$ cat src/common/sat_alu_pkg.sv
// constants and types for the saturating add/sub datapath
package sat_alu_pkg;

  localparam int unsigned WORD_W  = 32;
  localparam int unsigned HALF_W  = 16;
  localparam int unsigned BYTE_W  = 8;
  localparam int unsigned REG_N_W = 4;
  localparam int unsigned LANES_B = 4;

  // register numbers that the decoder must never present
  localparam logic [3:0] REG_STACK = 4'hd;
  localparam logic [3:0] REG_PC    = 4'hf;

  // operation pattern field of the second halfword
  localparam logic [3:0] PAT_WORD_ADD = 4'h8;

  // reset values
  localparam logic [31:0] RESULT_RST = 32'h0000_0000;
  localparam logic        STICKY_RST = 1'b0;

  typedef enum logic [2:0] {
    OP_NONE          = 3'b000,
    OP_ADD_WORD      = 3'b001,
    OP_ADD_DUAL_HALF = 3'b010,
    OP_ADD_QUAD_BYTE = 3'b011,
    OP_EXCH_ADD_SUB  = 3'b100,
    OP_DOUBLE_ADD    = 3'b101,
    OP_DOUBLE_SUB    = 3'b110
  } sat_op_t;

endpackage

$ cat src/core/sat_add_sub_alu.sv
// registered saturating add/sub datapath with sticky saturation flag
`timescale 1ns/1ps
`default_nettype none
module sat_add_sub_alu
  import sat_alu_pkg::*;
(
  // clock and reset
  input  wire logic        sys_clk,
  input  wire logic        nrst,
  // issue from decode
  input  wire logic        issue,
  input  wire sat_op_t     op,
  input  wire logic [3:0]  op_pattern,
  input  wire logic [3:0]  dest_reg_field,
  input  wire logic [3:0]  operand_a_reg_field,
  input  wire logic [3:0]  operand_b_reg_field,
  input  wire logic [31:0] operand_a,
  input  wire logic [31:0] operand_b,
  // writeback
  output logic             wr_en,
  output logic      [3:0]  wr_reg,
  output logic      [31:0] wr_data,
  output logic             application_status_reg_q
);

  // lane saturators use one helper per lane width: sat16 for halfwords, sat8 for bytes
  function automatic logic [15:0] sat16(input logic [16:0] v);
    if (v[16] == v[15]) return v[15:0];
    return v[16] ? 16'h8000 : 16'h7fff;
  endfunction

  function automatic logic [7:0] sat8(input logic [8:0] v);
    if (v[8] == v[7]) return v[7:0];
    return v[8] ? 8'h80 : 8'h7f;
  endfunction

  function automatic logic bad_reg(input logic [3:0] r);
    return (r == REG_STACK) || (r == REG_PC);
  endfunction

  // operand a is the first operand, operand b the second
  logic [31:0] dbl_res;
  logic        dbl_sat;
  logic [31:0] main_rhs;
  logic        main_sub;
  logic [31:0] main_res;
  logic        main_sat;
  logic [31:0] quad_res;
  logic [31:0] dual_res;
  logic [31:0] exch_res;
  logic        is_word_add;
  logic        is_double;
  logic        illegal;

  // the word add is recognised by its pattern as well as the op code
  assign is_word_add = (op == OP_ADD_WORD) && (op_pattern == PAT_WORD_ADD);
  assign is_double   = (op == OP_DOUBLE_ADD) || (op == OP_DOUBLE_SUB);
  // the decoder must not hand us these; we refuse the write rather than corrupt state
  assign illegal = bad_reg(dest_reg_field) || bad_reg(operand_a_reg_field)
                 || bad_reg(operand_b_reg_field);

  sat_word_unit u_double (
    .lhs    (operand_b),
    .rhs    (operand_b),
    .do_sub (1'b0),
    .res    (dbl_res),
    .sat    (dbl_sat)
  );

  always_comb begin
    main_rhs = is_double ? dbl_res : operand_b;
    main_sub = (op == OP_DOUBLE_SUB);
  end

  sat_word_unit u_main (
    .lhs    (operand_a),
    .rhs    (main_rhs),
    .do_sub (main_sub),
    .res    (main_res),
    .sat    (main_sat)
  );

  genvar g;
  generate
    for (g = 0; g < LANES_B; g++) begin : g_byte
      // lanes are sliced independently so no carry crosses them
      assign quad_res[g*8 +: 8] = sat8({operand_a[g*8+7], operand_a[g*8 +: 8]}
                                     + {operand_b[g*8+7], operand_b[g*8 +: 8]});
    end
    for (g = 0; g < 2; g++) begin : g_half
      assign dual_res[g*16 +: 16] = sat16({operand_a[g*16+15], operand_a[g*16 +: 16]}
                                       + {operand_b[g*16+15], operand_b[g*16 +: 16]});
    end
  endgenerate

  // second operand halves swapped
  assign exch_res[15:0]  = sat16({operand_a[15], operand_a[15:0]}
                              - {operand_b[31], operand_b[31:16]});
  assign exch_res[31:16] = sat16({operand_a[31], operand_a[31:16]}
                              + {operand_b[15], operand_b[15:0]});

  logic        wr_en_nxt;
  logic [3:0]  wr_reg_nxt;
  logic [31:0] wr_data_nxt;
  logic        q_nxt;

  always_comb begin
    wr_en_nxt   = 1'b0;
    wr_reg_nxt  = wr_reg;
    wr_data_nxt = wr_data;
    q_nxt       = application_status_reg_q;
    if (issue && !illegal) begin
      case (op)
        OP_ADD_WORD: begin
          if (is_word_add) begin
            wr_en_nxt   = 1'b1;
            wr_data_nxt = main_res;
            q_nxt       = application_status_reg_q | main_sat;
          end
        end
        OP_ADD_DUAL_HALF: begin
          wr_en_nxt   = 1'b1;
          wr_data_nxt = dual_res;
        end
        OP_ADD_QUAD_BYTE: begin
          wr_en_nxt   = 1'b1;
          wr_data_nxt = quad_res;
        end
        OP_EXCH_ADD_SUB: begin
          wr_en_nxt   = 1'b1;
          wr_data_nxt = exch_res;
        end
        OP_DOUBLE_ADD, OP_DOUBLE_SUB: begin
          wr_en_nxt   = 1'b1;
          wr_data_nxt = main_res;
          q_nxt = application_status_reg_q | dbl_sat | main_sat;
        end
        default: begin
          wr_en_nxt = 1'b0;
        end
      endcase
      // a refused issue leaves the last destination on show
      if (wr_en_nxt) begin
        wr_reg_nxt = dest_reg_field;
      end
    end
  end

  always_ff @(posedge sys_clk) begin
    if (!nrst) begin
      wr_en                    <= 1'b0;
      wr_reg                   <= 4'h0;
      wr_data                  <= RESULT_RST;
      application_status_reg_q <= STICKY_RST;
    end else begin
      wr_en                    <= wr_en_nxt;
      wr_reg                   <= wr_reg_nxt;
      wr_data                  <= wr_data_nxt;
      application_status_reg_q <= q_nxt;
    end
  end
endmodule
`default_nettype wire

$ cat src/core/sat_word_unit.sv
// one signed 32-bit saturating add or subtract with a saturation flag
`timescale 1ns/1ps
`default_nettype none
module sat_word_unit
  import sat_alu_pkg::*;
(
  // operands
  input  wire logic [31:0] lhs,
  input  wire logic [31:0] rhs,
  input  wire logic        do_sub,
  // answer
  output logic      [31:0] res,
  output logic             sat
);
  logic [32:0] wide;

  always_comb begin
    if (do_sub) begin
      wide = {lhs[31], lhs} - {rhs[31], rhs};
    end else begin
      wide = {lhs[31], lhs} + {rhs[31], rhs};
    end
    sat = wide[32] ^ wide[31];
    if (!sat) begin
      res = wide[31:0];
    end else if (wide[32]) begin
      res = 32'h8000_0000;
    end else begin
      res = 32'h7fff_ffff;
    end
  end
endmodule
`default_nettype wire

$ cat config.mk
export PLATFORM = sky130hd
export DESIGN_NAME = sat_add_sub_alu
export DESIGN_NICKNAME = d
export VERILOG_FILES = /design/src/common/sat_alu_pkg.sv /design/src/core/sat_add_sub_alu.sv /design/src/core/sat_word_unit.sv
export SDC_FILE = /design/constraint.sdc
export NUM_CORES = 1
export LEC_CHECK = 0
export ABC_AREA = 1
export BUFFER_PORTS_ARGS = -buffer_cell sky130_fd_sc_hd__buf_2
export CORE_ASPECT_RATIO = 1.1
export CORE_MARGIN = 4
export CORE_UTILIZATION = 66
export CTS_CLUSTER_SIZE = 12
export DETAILED_ROUTE_END_ITERATION = 7
export PLACE_DENSITY = 0.89
export SYNTH_ARGS = -nofsm -noshare
export SYNTH_HDL_FRONTEND = slang
export SYNTH_SLANG_ARGS = --single-unit
export TNS_END_PERCENT = 30
$ cat constraint.sdc
create_clock -name sys_clk -period 10.8 [get_ports sys_clk]
set_input_delay 0.54 -clock sys_clk [delete_from_list [all_inputs] [get_ports sys_clk]]
set_output_delay 0.54 -clock sys_clk [all_outputs]
set_load 0.02 [all_outputs]
After elaboration in Yosys (flattened, before gate mapping)
Index checks and enable logic that the tools add are counted.
Widths: inputs -> output; s select.
- flip-flop bits (word level): 38
- output and inout port bits: 38
- word-level logic and storage cells: 104
- input bits: 86
- add/sub/neg operators: 11
- multiplexer cells: 45
- equal/unequal tests: 22
- bitwise gates (word level): 5
- reductions and logical operators: 17
- operators by type and width (kind ; number):
    $mux 16 ; 12
    $mux 32 ; 6
    $pmux 32 s5 ; 1
    $mux 8 ; 12
    $add 32x32->33 ; 2
    $add 16x16->17 ; 3
    $add 8x8->9 ; 4
    $mux 33 ; 1
    $sub 32x32->33 ; 1
    $eq 4x4->1 const B ; 7
    $sub 16x16->17 ; 1
    $mux 1 ; 11
    $eq 3x3->1 const B ; 3
    $eq 1x1->1 ; 8
    $eq 3x2->1 const B ; 2
    $logic_or 1x1->1 ; 6
    $reduce_and 3->1 ; 2
    $reduce_bool 5->1 ; 1
    $reduce_or 5->1 ; 1
    $pmux 1 s2 ; 2
    $reduce_and 2->1 ; 2
    $eq 3x1->1 const B ; 1
    $or 1x1->1 ; 3
    $logic_and 1x1->1 ; 2
    5 further kinds ; 6

Longest topological paths before layout
Gate-level depths: netlist (run 1).
- depth after elaboration: 10
- mapped depth: 37
- depth with buffers taken out: 37

Cells and area by module
From an unflattened synthesis (run 1), not the netlist that was laid out.
- cell total of the unflattened synthesis: 2518
- area total of the unflattened synthesis: 13508.0 sq um
- by module, submodules not included (module ; area an instance (sq um) ; sequential area each (sq um) ; times used ; cells each):
    sat_add_sub_alu ; 6924.1 ; 760.7 ; 1 ; 1216
    sat_word_unit at u_main ; 3308.2 ; 0.0 ; 1 ; 650
    sat_word_unit at u_double ; 3275.6 ; 0.0 ; 1 ; 652

Worst setup path after synthesis (run 1)
No wires, ideal clock.
- path type: input -> register
- start: in operand_b[30]
- end: reg wr_data[6]
- setup time: 132 ps
- slack: 6207 ps
- arrival time: 4461 ps
- required time: 10668 ps
- stages on the path: 31
- path buffers: 3
- cells stage by stage: inv_1 -> ha_1 -> buf_2 -> buf_2 -> a21oi_1 -> nand2_1 -> o21ai_1 -> ha_1 -> nand3_2 -> nor3_1 -> nand4_1 -> o21ai_0 -> nand2_1 -> xnor2_1 -> ha_1 -> inv_1 -> nor3_1 -> inv_1 -> nor2_1 -> nand2_1 -> nand2_1 -> a21oi_1 -> inv_1 -> nand3_1 -> nand3_4 -> nand2_2 -> inv_2 -> buf_6 -> nand2_1 -> nand2_1 -> a21oi_1
- word-level cells in the longest chain between the ends: 10
- elaborated cells on any way between the ends: 18
- those cells by class: add/sub (4); eq/ne (1); mux (11); bitwise (2)
- ends and longest elaborated chain (what ; line ; RTL):
    start, declared ; sat_add_sub_alu.sv:18 ; input wire logic [31:0] operand_b,
    $add 32x32->33 ; sat_word_unit.sv:21 ; wide = {lhs[31], lhs} + {rhs[31], rhs};
    $mux 32 / $xor 1x1->1 (equally long branches) ; sat_word_unit.sv:26, sat_word_unit.sv:23 ;
    $mux 32 ; sat_word_unit.sv:24 ; if (!sat) begin
    $mux 32 ; sat_add_sub_alu.sv:71 ; main_rhs = is_double ? dbl_res : operand_b;
    $add 32x32->33 / $sub 32x32->33 (equally long branches) ; sat_word_unit.sv:21, sat_word_unit.sv:19 ;
    $mux 33 ; sat_word_unit.sv:18 ; if (do_sub) begin
    $mux 32 / $xor 1x1->1 (equally long branches) ; sat_word_unit.sv:26, sat_word_unit.sv:23 ;
    $mux 32 ; sat_word_unit.sv:24 ;
    $mux 32 ; sat_add_sub_alu.sv:115 ; if (is_word_add) begin
    $pmux 32 s5 * ; sat_add_sub_alu.sv:113 ; case (op)
    end signal, assigned ; sat_add_sub_alu.sv:158 ; wr_data <= wr_data_nxt;
    end, declared ; sat_add_sub_alu.sv:22 ; output logic [31:0] wr_data,
Mark *: on every way between the ends. The rest lies on a longest branch, timed or not. The select of a mux whose other input is x is not followed.
A chain may end at the register's enable or synchronous reset.

Final worst setup path (run 1)
- start: in operand_b[30]
- end: reg wr_data[9]
The elaborated chain is that of the path after synthesis.

==> impl_metrics.env, run 1 <==
export IMPL_die_w_um=123.3
export IMPL_leakage_uw=0.005669
export IMPL_reg2reg_from="wr_reg[0]$_SDFFE_PN0P_"
export IMPL_yosysTopAreaCell="nand2_1"
export IMPL_setup_viol=0
export IMPL_regArea_um2=760.7
export IMPL_crit_path_top_delay_cell="ha_1"
export IMPL_min_period_ns=6.713
export IMPL_num_io_pins=124
export IMPL_hold_slack_ns=0.4518
export IMPL_cts_resized_gates=0
export IMPL_run_status="finished clean"
export IMPL_via_per_inst=6.024
export IMPL_nFillCells=1298
export IMPL_cts_buffers=5
export IMPL_drt_iter0_drc=1262
export IMPL_grt_pass1_vias=11280
export IMPL_whs_endpoint="application_status_reg_q$_SDFFE_PN0P_"
export IMPL_post_cts_buffers=0
export IMPL_crit_required_ns=10.95
export IMPL_setup_tns_ns=0
export IMPL_grtUsageTotal=0.4265
export IMPL_fmaxAchievable_mhz=149.0
export IMPL_startpoint="operand_b[30]"
export IMPL_powerDensity_nw_per_um2=113.3
export IMPL_ys_types=45
export IMPL_drive_above_1_share=0.09597
export IMPL_multi_input_area_um2=7980
export IMPL_initial_core_util=0.6711
export IMPL_drcViolationCount=0
export IMPL_syn_nets=1920
export IMPL_vias=12080
export IMPL_routedWlPerCell_um=17.90
export IMPL_synth_seq_cells=38
export IMPL_fp_dieH_um=134.9
export IMPL_finalMaxSlewViolations=0
export IMPL_synthTopCellsByCount="nand2_1, inv_1, a21oi_1"
export IMPL_detail_route_first_pass_iterations=8
export IMPL_fin_area_um2=10520
export IMPL_gp_congestion=1.046
export IMPL_ff2ff_path_depth=2
export IMPL_r2r_end="wr_reg[0]$_SDFFE_PN0P_"
export IMPL_final_cell_count_no_fill=2005
export IMPL_endpoint_kind="register"
export IMPL_dp_cells=1997
export IMPL_clockRootBuffer="clkbuf_16"
export IMPL_synth_area_per_cell_um2=5.611
export IMPL_port_buffers=121
export IMPL_hold_class="reg2reg"
export IMPL_synth_edff_count=0
export IMPL_cap_violations=0
export IMPL_postCtsHoldBufs=0
export IMPL_antenna_cells=0
export IMPL_slew_headroom=0.3816
export IMPL_cts_tree="yes"
export IMPL_cts_clk_slew_worst_paths_ns=0.06
export IMPL_worst_r2r_setup_slack_ns=10.10
export IMPL_grt_remaining_overflow=0
export IMPL_grt_first_pass_wirelength_um=56150
export IMPL_syn_inst=1721
export IMPL_core_um2=14390
export IMPL_slowest_delay_ns=0.65
export IMPL_finalHoldViolCount=0
export IMPL_ant_nets=0
export IMPL_cts_sinks=38
export IMPL_antenna_found_initial=0
export IMPL_layout_nets=2011
export IMPL_die_area_um2=16630
export IMPL_worstSkewPairLatency_ns=0.29
export IMPL_rsz0062_at_grt="no"
export IMPL_grt_start_max_net_pins=56
export IMPL_peakVddDrop_v=0.00009704
export IMPL_cpMostUsedCell="nand2_1"
export IMPL_start_kind="primary input"
export IMPL_worst_pin_slew_ns=0.9276
export IMPL_place_hpwl_um=29310
export IMPL_min_path_cells=2
export IMPL_critical_path_max_fanout=32
export IMPL_fin_crit_sh=0.6216
export IMPL_skew_ns=0
export IMPL_min_delay_start="application_status_reg_q$_SDFFE_PN0P_"
export IMPL_largest_reg_flops=32
export IMPL_synth_top_cell_area_share=0.2087
export IMPL_placed_cell_area_um2=10320
export IMPL_ys_seq_area_frac=0.07878
export IMPL_area_growth_pct=8.914
export IMPL_yosys_warnings=0
export IMPL_core_rowCount=46
export IMPL_synth_most_common_cell="nand2_1"
export IMPL_totalWireLength_um=35880
export IMPL_synthTopCellsByArea="nand2_1, ha_1, a21oi_1"
export IMPL_syn_cell_area_um2=9657
export IMPL_cts_htree_levels=2
export IMPL_crit_arrival_ns=6.87
export IMPL_cts_buffer_depth=2
export IMPL_finalPower_uw=1192
export IMPL_synth_flop_cell="dfxtp_1"
export IMPL_synth_async_reset_ratio=0
export IMPL_worstSetupPathType="in2reg"
critical path, delay by kind of cell:
family | cells | cell delay, ns
AND/OR/NAND/NOR | 19 | 3.20
buffers and inverters | 4 | 0.70
XOR/XNOR | 1 | 0.23
adder cells (fa/ha/maj) | 2 | 0.98
AO/OA/AOI/OAI | 6 | 1.15
layer usage:
metal,wire [um],vias to the layer above,GRT usage
li1,-,5813,-
met1,13150,5346,0.5008
met2,15540,694,0.6703
met3,3329,226,0.06871
met4,3863,0,0.3618
met5,0,-,0
final cells by class:
type	count	area share
Multi-Input combinational cell	1455	0.7587
Sequential cell	38	0.07233
Inverter	187	0.06674
Timing Repair Buffer	125	0.06043
Tap cell	192	0.02284
Clock buffer	6	0.01320
Clock inverter	2	0.005710
worst max path at each step:
stage	to	cells after the start
after floorplan	wr_data[6]$_SDFFE_PN0P_	31
after global placement	wr_data[13]$_SDFFE_PN0P_	34
after detailed placement	wr_data[4]$_SDFFE_PN0P_	32
after CTS	wr_data[9]$_SDFFE_PN0P_	34
after global routing	wr_data[9]$_SDFFE_PN0P_	34
final	wr_data[9]$_SDFFE_PN0P_	32
cells by family (layout without fill, tap and decap cells):
| kind of cell | after synthesis | count (layout) | share of synthesized area |
|---|---|---|---|
| buffers and inverters | 228 | 320 | 0.09523 |
| XOR/XNOR | 104 | 104 | 0.09432 |
| flip-flops | 38 | 38 | 0.07878 |
| AO/OA/AOI/OAI | 341 | 341 | 0.1883 |
| AND/OR/NAND/NOR | 897 | 897 | 0.3916 |
| adder cells (fa/ha/maj) | 113 | 113 | 0.1519 |
power breakdown:
part	switching, uW	total (uW)	internal, uW
logic	558	832	274
registers	6.44	160	153
clock network	61.4	200	139
metrics by stage:
step	utilization	setup WS, ns
floorplan	-	6.207
global placement	0.7171	4.320
detailed placement	0.7171	4.181
CTS	0.7310	4.393
global route	0.7310	3.575
finish	0.7310	4.087
placed cells by master, fill, tap and decap left out, drive strengths merged, types with 2 or more instances in the layout:
cell    instances
nor3           23
bufinv          2
buf           125
o21bai         12
a21o            3
o21a           12
o21ai         123
nand3         137
a31oi           9
o41ai           2
nor4            3
clkbuf          6
xnor2          35
o211ai          2
nand3b          9
inv           183
dfxtp          38
a21oi         171
a211oi          2
nand4           9
ha            106
clkinv          4
xor2           69
or2             7
nand2         550
a21boi          2
nor2          156
fa              7
No activity file was read; power rests on OpenSTA's default activity.
==> run 2, diff against run 1 <==
ABC_AREA = 0   (was 1)
CORE_UTILIZATION = 61   (was 66)
PLACE_DENSITY = 0.84   (was 0.89)
clock period = 6.9 ns   (was 10.8 ns; I/O delays follow)
==> impl_metrics.env, run 2 <==
export IMPL_run_status="finished clean"
export IMPL_p_int_uw=914.3
export IMPL_powerDensity_nw_per_um2=180.1
export IMPL_gp_congestion=1.043
export IMPL_endpoint_kind="register"
export IMPL_syn_nets=1470
export IMPL_core_um2=14500
export IMPL_synthTopCellsByCount="o21ai_0, a21oi_1, ha_1"
export IMPL_detail_route_first_pass_iterations=5
export IMPL_fp_dieH_um=135.7
export IMPL_syn_inst=1271
export IMPL_reg2reg_from="wr_data[11]$_SDFFE_PN0P_"
export IMPL_final_cell_count_no_fill=1569
export IMPL_synthTopCellsByArea="ha_1, dfxtp_1, o21ai_0"
export IMPL_synth_async_reset_ratio=0
export IMPL_ff2ff_path_depth=2
export IMPL_grt_start_max_net_pins=35
export IMPL_die_area_um2=16850
export IMPL_vias=10840
export IMPL_setup_tns_ns=0
export IMPL_leakage_uw=0.004481
export IMPL_core_rowCount=46
export IMPL_drive_above_1_share=0.1381
export IMPL_dp_cells=1561
export IMPL_critical_path_max_fanout=19
export IMPL_drcViolationCount=0
export IMPL_die_w_um=124.1
export IMPL_cts_buffers=5
export IMPL_slew_headroom=0.2277
export IMPL_initial_core_util=0.6240
export IMPL_finalHoldViolCount=0
export IMPL_finalMaxSlewViolations=0
export IMPL_yosys_warnings=0
export IMPL_worst_pin_slew_ns=1.150
export IMPL_worst_r2r_setup_slack_ns=6.20
export IMPL_totalWireLength_um=35250
export IMPL_r2r_end="wr_data[11]$_SDFFE_PN0P_"
export IMPL_cap_violations=0
export IMPL_grt_remaining_overflow=0
export IMPL_grt_first_pass_wirelength_um=53400
export IMPL_setup_viol=0
export IMPL_min_delay_start="dest_reg_field[1]"
export IMPL_postCtsHoldBufs=0
export IMPL_whs_endpoint="wr_reg[1]$_SDFFE_PN0P_"
export IMPL_layout_nets=1575
export IMPL_start_kind="primary input"
export IMPL_drt_iter0_drc=1218
export IMPL_synth_area_per_cell_um2=7.120
export IMPL_p_clk_frac=0.155
export IMPL_largest_reg_flops=32
export IMPL_switchingPower_uw=903.9
export IMPL_post_cts_buffers=0
export IMPL_routedWlPerCell_um=22.47
export IMPL_cts_htree_levels=2
export IMPL_crit_required_ns=7.08
export IMPL_ys_types=84
export IMPL_via_per_inst=6.908
export IMPL_worstSetupPathType="in2reg"
export IMPL_fmaxAchievable_mhz=155.9
export IMPL_synth_top_cell_area_share=0.1466
export IMPL_cts_clk_slew_worst_paths_ns=0.06
export IMPL_synth_flop_cell="dfxtp_1"
export IMPL_ys_seq_area_frac=0.08406
export IMPL_hold_class="in2reg"
export IMPL_min_path_cells=3
export IMPL_fin_crit_sh=0.9299
export IMPL_worstSkewPairLatency_ns=0.29
export IMPL_ant_nets=0
export IMPL_antenna_found_initial=0
export IMPL_swShare=0.4971
export IMPL_rsz0062_at_grt="no"
export IMPL_synth_edff_count=0
export IMPL_layout_commonest_cell="o21ai_0"
export IMPL_grt_pass1_vias=10140
export IMPL_crit_arrival_ns=6.60
export IMPL_pwr_share_seq=0.150
export IMPL_pwr_share_comb=0.695
export IMPL_yosysTopAreaCell="ha_1"
export IMPL_synth_seq_cells=38
export IMPL_cts_tree="yes"
export IMPL_min_period_ns=6.416
export IMPL_synth_most_common_cell="o21ai_0"
export IMPL_layout_common_cells="o21ai_0, a21oi_1, buf_2"
export IMPL_clockRootBuffer="clkbuf_16"
export IMPL_skew_ns=0
export IMPL_grtUsageTotal=0.4064
export IMPL_cts_resized_gates=0
export IMPL_syn_cell_area_um2=9050
export IMPL_cts_sinks=38
export IMPL_num_io_pins=124
export IMPL_port_buffers=121
export IMPL_peakVddDrop_v=0.0001116
export IMPL_cts_buffer_depth=2
export IMPL_place_hpwl_um=28090
export IMPL_area_growth_pct=11.54
-- run 2: worst max path at each step --
stage / from / end / slack [ns] / depth (start not counted)
6_report: operand_b[30] / wr_data[4]$_SDFFE_PN0P_ / 0.48 / 24
5_1_grt: operand_b[30] / wr_data[4]$_SDFFE_PN0P_ / 0.12 / 24
4_1_cts: operand_b[30] / wr_data[4]$_SDFFE_PN0P_ / 0.62 / 24
3_5_place_dp: operand_b[30] / wr_data[4]$_SDFFE_PN0P_ / 0.34 / 24
3_3_place_gp: operand_b[30] / wr_data[4]$_SDFFE_PN0P_ / 0.51 / 26
2_1_floorplan: op[0] / application_status_reg_q$_SDFFE_PN0P_ / 0.69 / 26
-- run 2: stage by stage --
stage	instance area, um2	setup WS [ns]	hold slack, ns	util	total power (uW)
after global routing	10090	0.1235	0.3515	0.6958	1925
after global placement	9923	0.5144	0.4376	0.6842	1484
after CTS	10090	0.6186	0.3282	0.6958	1781
final	10090	0.4836	0.3320	0.6960	1818
after detailed placement	9923	0.3354	0.4495	0.6842	1500
after floorplan	9050	0.6918	0.4732	-	1148
-- run 2: power by group through the flow --
stage	Combinational [uW]	Sequential, uW	Clock (uW)
2_1_floorplan	839	309	0
3_3_place_gp	1210	276	0
3_5_place_dp	1220	277	0
4_1_cts	1230	272	280
5_1_grt	1360	275	287
6_report	1260	273	281
-- run 2: cell families after synthesis --
family,share of synthesized area
and+or+nand+nor,0.1931
DFF,0.08406
muxes,0.01134
AOI/OAI and AO/OA,0.3776
adders and majority gates,0.1666
xor gates and xnor gates,0.1233
buffers and inverters,0.04396
-- run 2: critical path: stages --
cell and delay, ns:
buf_2 0.18, inv_1 0.11, ha_1 0.44, buf_4 0.22
nor2b_1 0.17, nand3_1 0.31, o311ai_0 0.30, nand4_1 0.20
nand2b_1 0.25, nor3_1 0.33, a21oi_1 0.13, xor2_1 0.18
ha_1 0.45, nand2_1 0.08, a2111oi_0 0.60, a221oi_1 0.15
o21ai_0 0.11, a21oi_1 0.13, o21ai_0 0.33, xnor3_2 0.51
a21oi_4 0.30, buf_4 0.35, o21ai_0 0.13, a32o_1 0.26
-- run 2: layout make-up --
class,count,area (um2)
inverter,51,191.4
clock buffer,6,138.9
antenna,1,2.502
multi-input combinational,1130,7908
clock inverter,1,30.03
sequential,38,760.7
timing repair buffer,150,823.3
tap,192,240.2
fill,1346,4409
-- run 2: per-layer routing --
| metal | share of wire | global-route usage | wire, um |
|---|---|---|---|
| met1 | 0.37 | 0.4873 | 13150 |
| met2 | 0.45 | 0.6535 | 15780 |
| met3 | 0.11 | 0.09566 | 3940 |
| met4 | 0.067 | 0.2441 | 2379 |
| met5 | 0 | 0 | 0 |
==> run 3, diff against run 2 <==
CORE_UTILIZATION = 40   (was 61)
PLACE_DENSITY = default   (was 0.84)
==> impl_metrics.env, run 3 (synthesized netlist as in run 2, its figures left out) <==
export IMPL_cts_tree="yes"
export IMPL_core_rowCount=57
export IMPL_leakage_uw=0.004497
export IMPL_switchingPower_uw=911.4
export IMPL_busiest_layer="met2"
export IMPL_p_int_uw=950.0
export IMPL_cts_resized_gates=0
export IMPL_worstSetupPathType="in2reg"
export IMPL_die_w_um=151.4
export IMPL_peakVddDrop_v=0.00009200
export IMPL_antenna_cells=0
export IMPL_fp_dieH_um=165.8
export IMPL_p_clk_frac=0.173
export IMPL_pwr_share_comb=0.682
export IMPL_crit_path_top_delay_cell="o21ai_2"
export IMPL_drt_iter0_drc=878
export IMPL_routedWlPerCell_um=21.57
export IMPL_worstSkewPairLatency_ns=0.29
export IMPL_whs_endpoint="wr_reg[1]$_SDFFE_PN0P_"
export IMPL_min_delay_start="dest_reg_field[1]"
export IMPL_totalWireLength_um=36070
export IMPL_grt_start_max_net_pins=51
export IMPL_ant_nets=0
export IMPL_run_status="finished clean"
export IMPL_fin_crit_sh=0.8918
export IMPL_drcViolationCount=0
export IMPL_cap_violations=0
export IMPL_layout_nets=1575
export IMPL_skew_ns=0
export IMPL_finalPower_uw=1861
export IMPL_cts_sinks=38
export IMPL_grt_met2_usage=0.4475
export IMPL_crit_required_ns=7.09
export IMPL_grt_pass1_vias=9577
export IMPL_powerDensity_nw_per_um2=181.5
export IMPL_core_um2=22180
export IMPL_port_buffers=121
export IMPL_postCtsHoldBufs=0
export IMPL_drive_above_1_share=0.1387
export IMPL_gp_congestion=0.9521
export IMPL_reg2reg_from="wr_data[11]$_SDFFE_PN0P_"
export IMPL_final_util=0.4625
export IMPL_worst_pin_slew_ns=0.9762
export IMPL_vias=10390
export IMPL_antenna_found_initial=1
export IMPL_area_growth_pct=13.36
export IMPL_grt_remaining_overflow=0
export IMPL_post_cts_buffers=0
export IMPL_endpoint_kind="register"
export IMPL_rsz0062_at_grt="no"
export IMPL_finalMaxSlewViolations=0
export IMPL_crit_arrival_ns=6.34
export IMPL_setup_tns_ns=0
export IMPL_min_path_cells=3
export IMPL_use_met1=0.3828
export IMPL_critical_path_max_fanout=10
export IMPL_r2r_end="wr_data[11]$_SDFFE_PN0P_"
export IMPL_initial_core_util=0.4080
export IMPL_finalHoldViolCount=0
export IMPL_nFillCells=2305
export IMPL_cts_htree_levels=2
export IMPL_ff2ff_path_depth=2
export IMPL_fmaxAchievable_mhz=162.5
export IMPL_setup_viol=0
export IMPL_swShare=0.4896
export IMPL_clockRootBuffer="clkbuf_16"
export IMPL_cts_clk_slew_worst_paths_ns=0.07
export IMPL_largest_reg_flops=32
export IMPL_detail_route_first_pass_iterations=5
export IMPL_via_per_inst=6.212
export IMPL_start_kind="primary input"
export IMPL_cts_buffers=5
export IMPL_slew_headroom=0.3492
export IMPL_place_hpwl_um=29460
export IMPL_slowest_delay_ns=0.60
export IMPL_hold_class="in2reg"
export IMPL_pwr_share_seq=0.145
export IMPL_grt_util_met3=0.04012
export IMPL_min_period_ns=6.154
export IMPL_num_io_pins=124
export IMPL_layout_common_cells="o21ai_0, a21oi_1, buf_2"
export IMPL_worst_r2r_setup_slack_ns=6.19
export IMPL_cts_buffer_depth=2
export IMPL_layout_commonest_cell="o21ai_0"
export IMPL_grt_first_pass_wirelength_um=55380
export IMPL_grtUsageTotal=0.2807
export IMPL_die_area_um2=25100
==> run 3: cell count changes in the layout (fill, tap and decap cells not counted), sizes merged <==
cell	delta
bufinv	+1
clkbuf	-1
clkinv	+1
diode	-1
==> run 3: per-stage QoR <==
stage,std cells,hold slack [ns],setup WS (ns),cell area [um2]
detailed placement,1664,0.4465,0.4803,10060
CTS,1672,0.3300,0.7910,10260
floorplan,1271,0.4732,0.6918,9050
global route,1672,0.3494,0.3091,10260
global placement,1664,0.4440,0.5644,10060
finish,1672,0.3240,0.7463,10260
==> run 3: critical path: cells and delay by family <==
family	cells	cell delay [ns]
adders and majority gates	3	0.95
AOI/OAI and AO/OA	12	2.89
buffers and inverters	4	0.61
and+or+nand+nor	5	0.84
xor gates and xnor gates	2	0.69
==> run 3: final cells by class <==
class | count | area (um2) | area share
Multi-Input combinational cell | 1130 | 7908 | 0.7708
Inverter | 51 | 191.4 | 0.01866
Clock inverter | 3 | 68.82 | 0.006708
Clock buffer | 5 | 125.1 | 0.01220
Timing Repair Buffer | 150 | 835.8 | 0.08147
Sequential cell | 38 | 760.7 | 0.07416
Tap cell | 295 | 369.1 | 0.03598
==> run 3: worst max path at each step <==
stage                   from                               endpoint  cells after the start
2_1_floorplan          op[0]  application_status_reg_q$_SDFFE_PN0P_                     26
3_5_place_dp   operand_b[30]               wr_data[25]$_SDFFE_PN0P_                     24
3_3_place_gp   operand_b[30]               wr_data[25]$_SDFFE_PN0P_                     26
5_1_grt        operand_b[30]               wr_data[25]$_SDFFE_PN0P_                     24
4_1_cts        operand_b[30]               wr_data[25]$_SDFFE_PN0P_                     24
6_report       operand_b[30]               wr_data[25]$_SDFFE_PN0P_                     26
==> run 3: metal layers <==
metal / up-vias / part of all wire
met5: - / 0.00019
met4: 2 / 0.041
met3: 69 / 0.076
met2: 454 / 0.45
met1: 4857 / 0.43
li1: 5005 / -
==> run 3: power groups by stage <==
| stage | Sequential (uW) | Combinational, uW | Clock, uW |
|---|---|---|---|
| detailed placement | 275 | 1240 | 0 |
| floorplan | 309 | 839 | 0 |
| finish | 270 | 1270 | 322 |
| CTS | 270 | 1250 | 326 |
| global route | 274 | 1390 | 330 |
| global placement | 275 | 1240 | 0 |
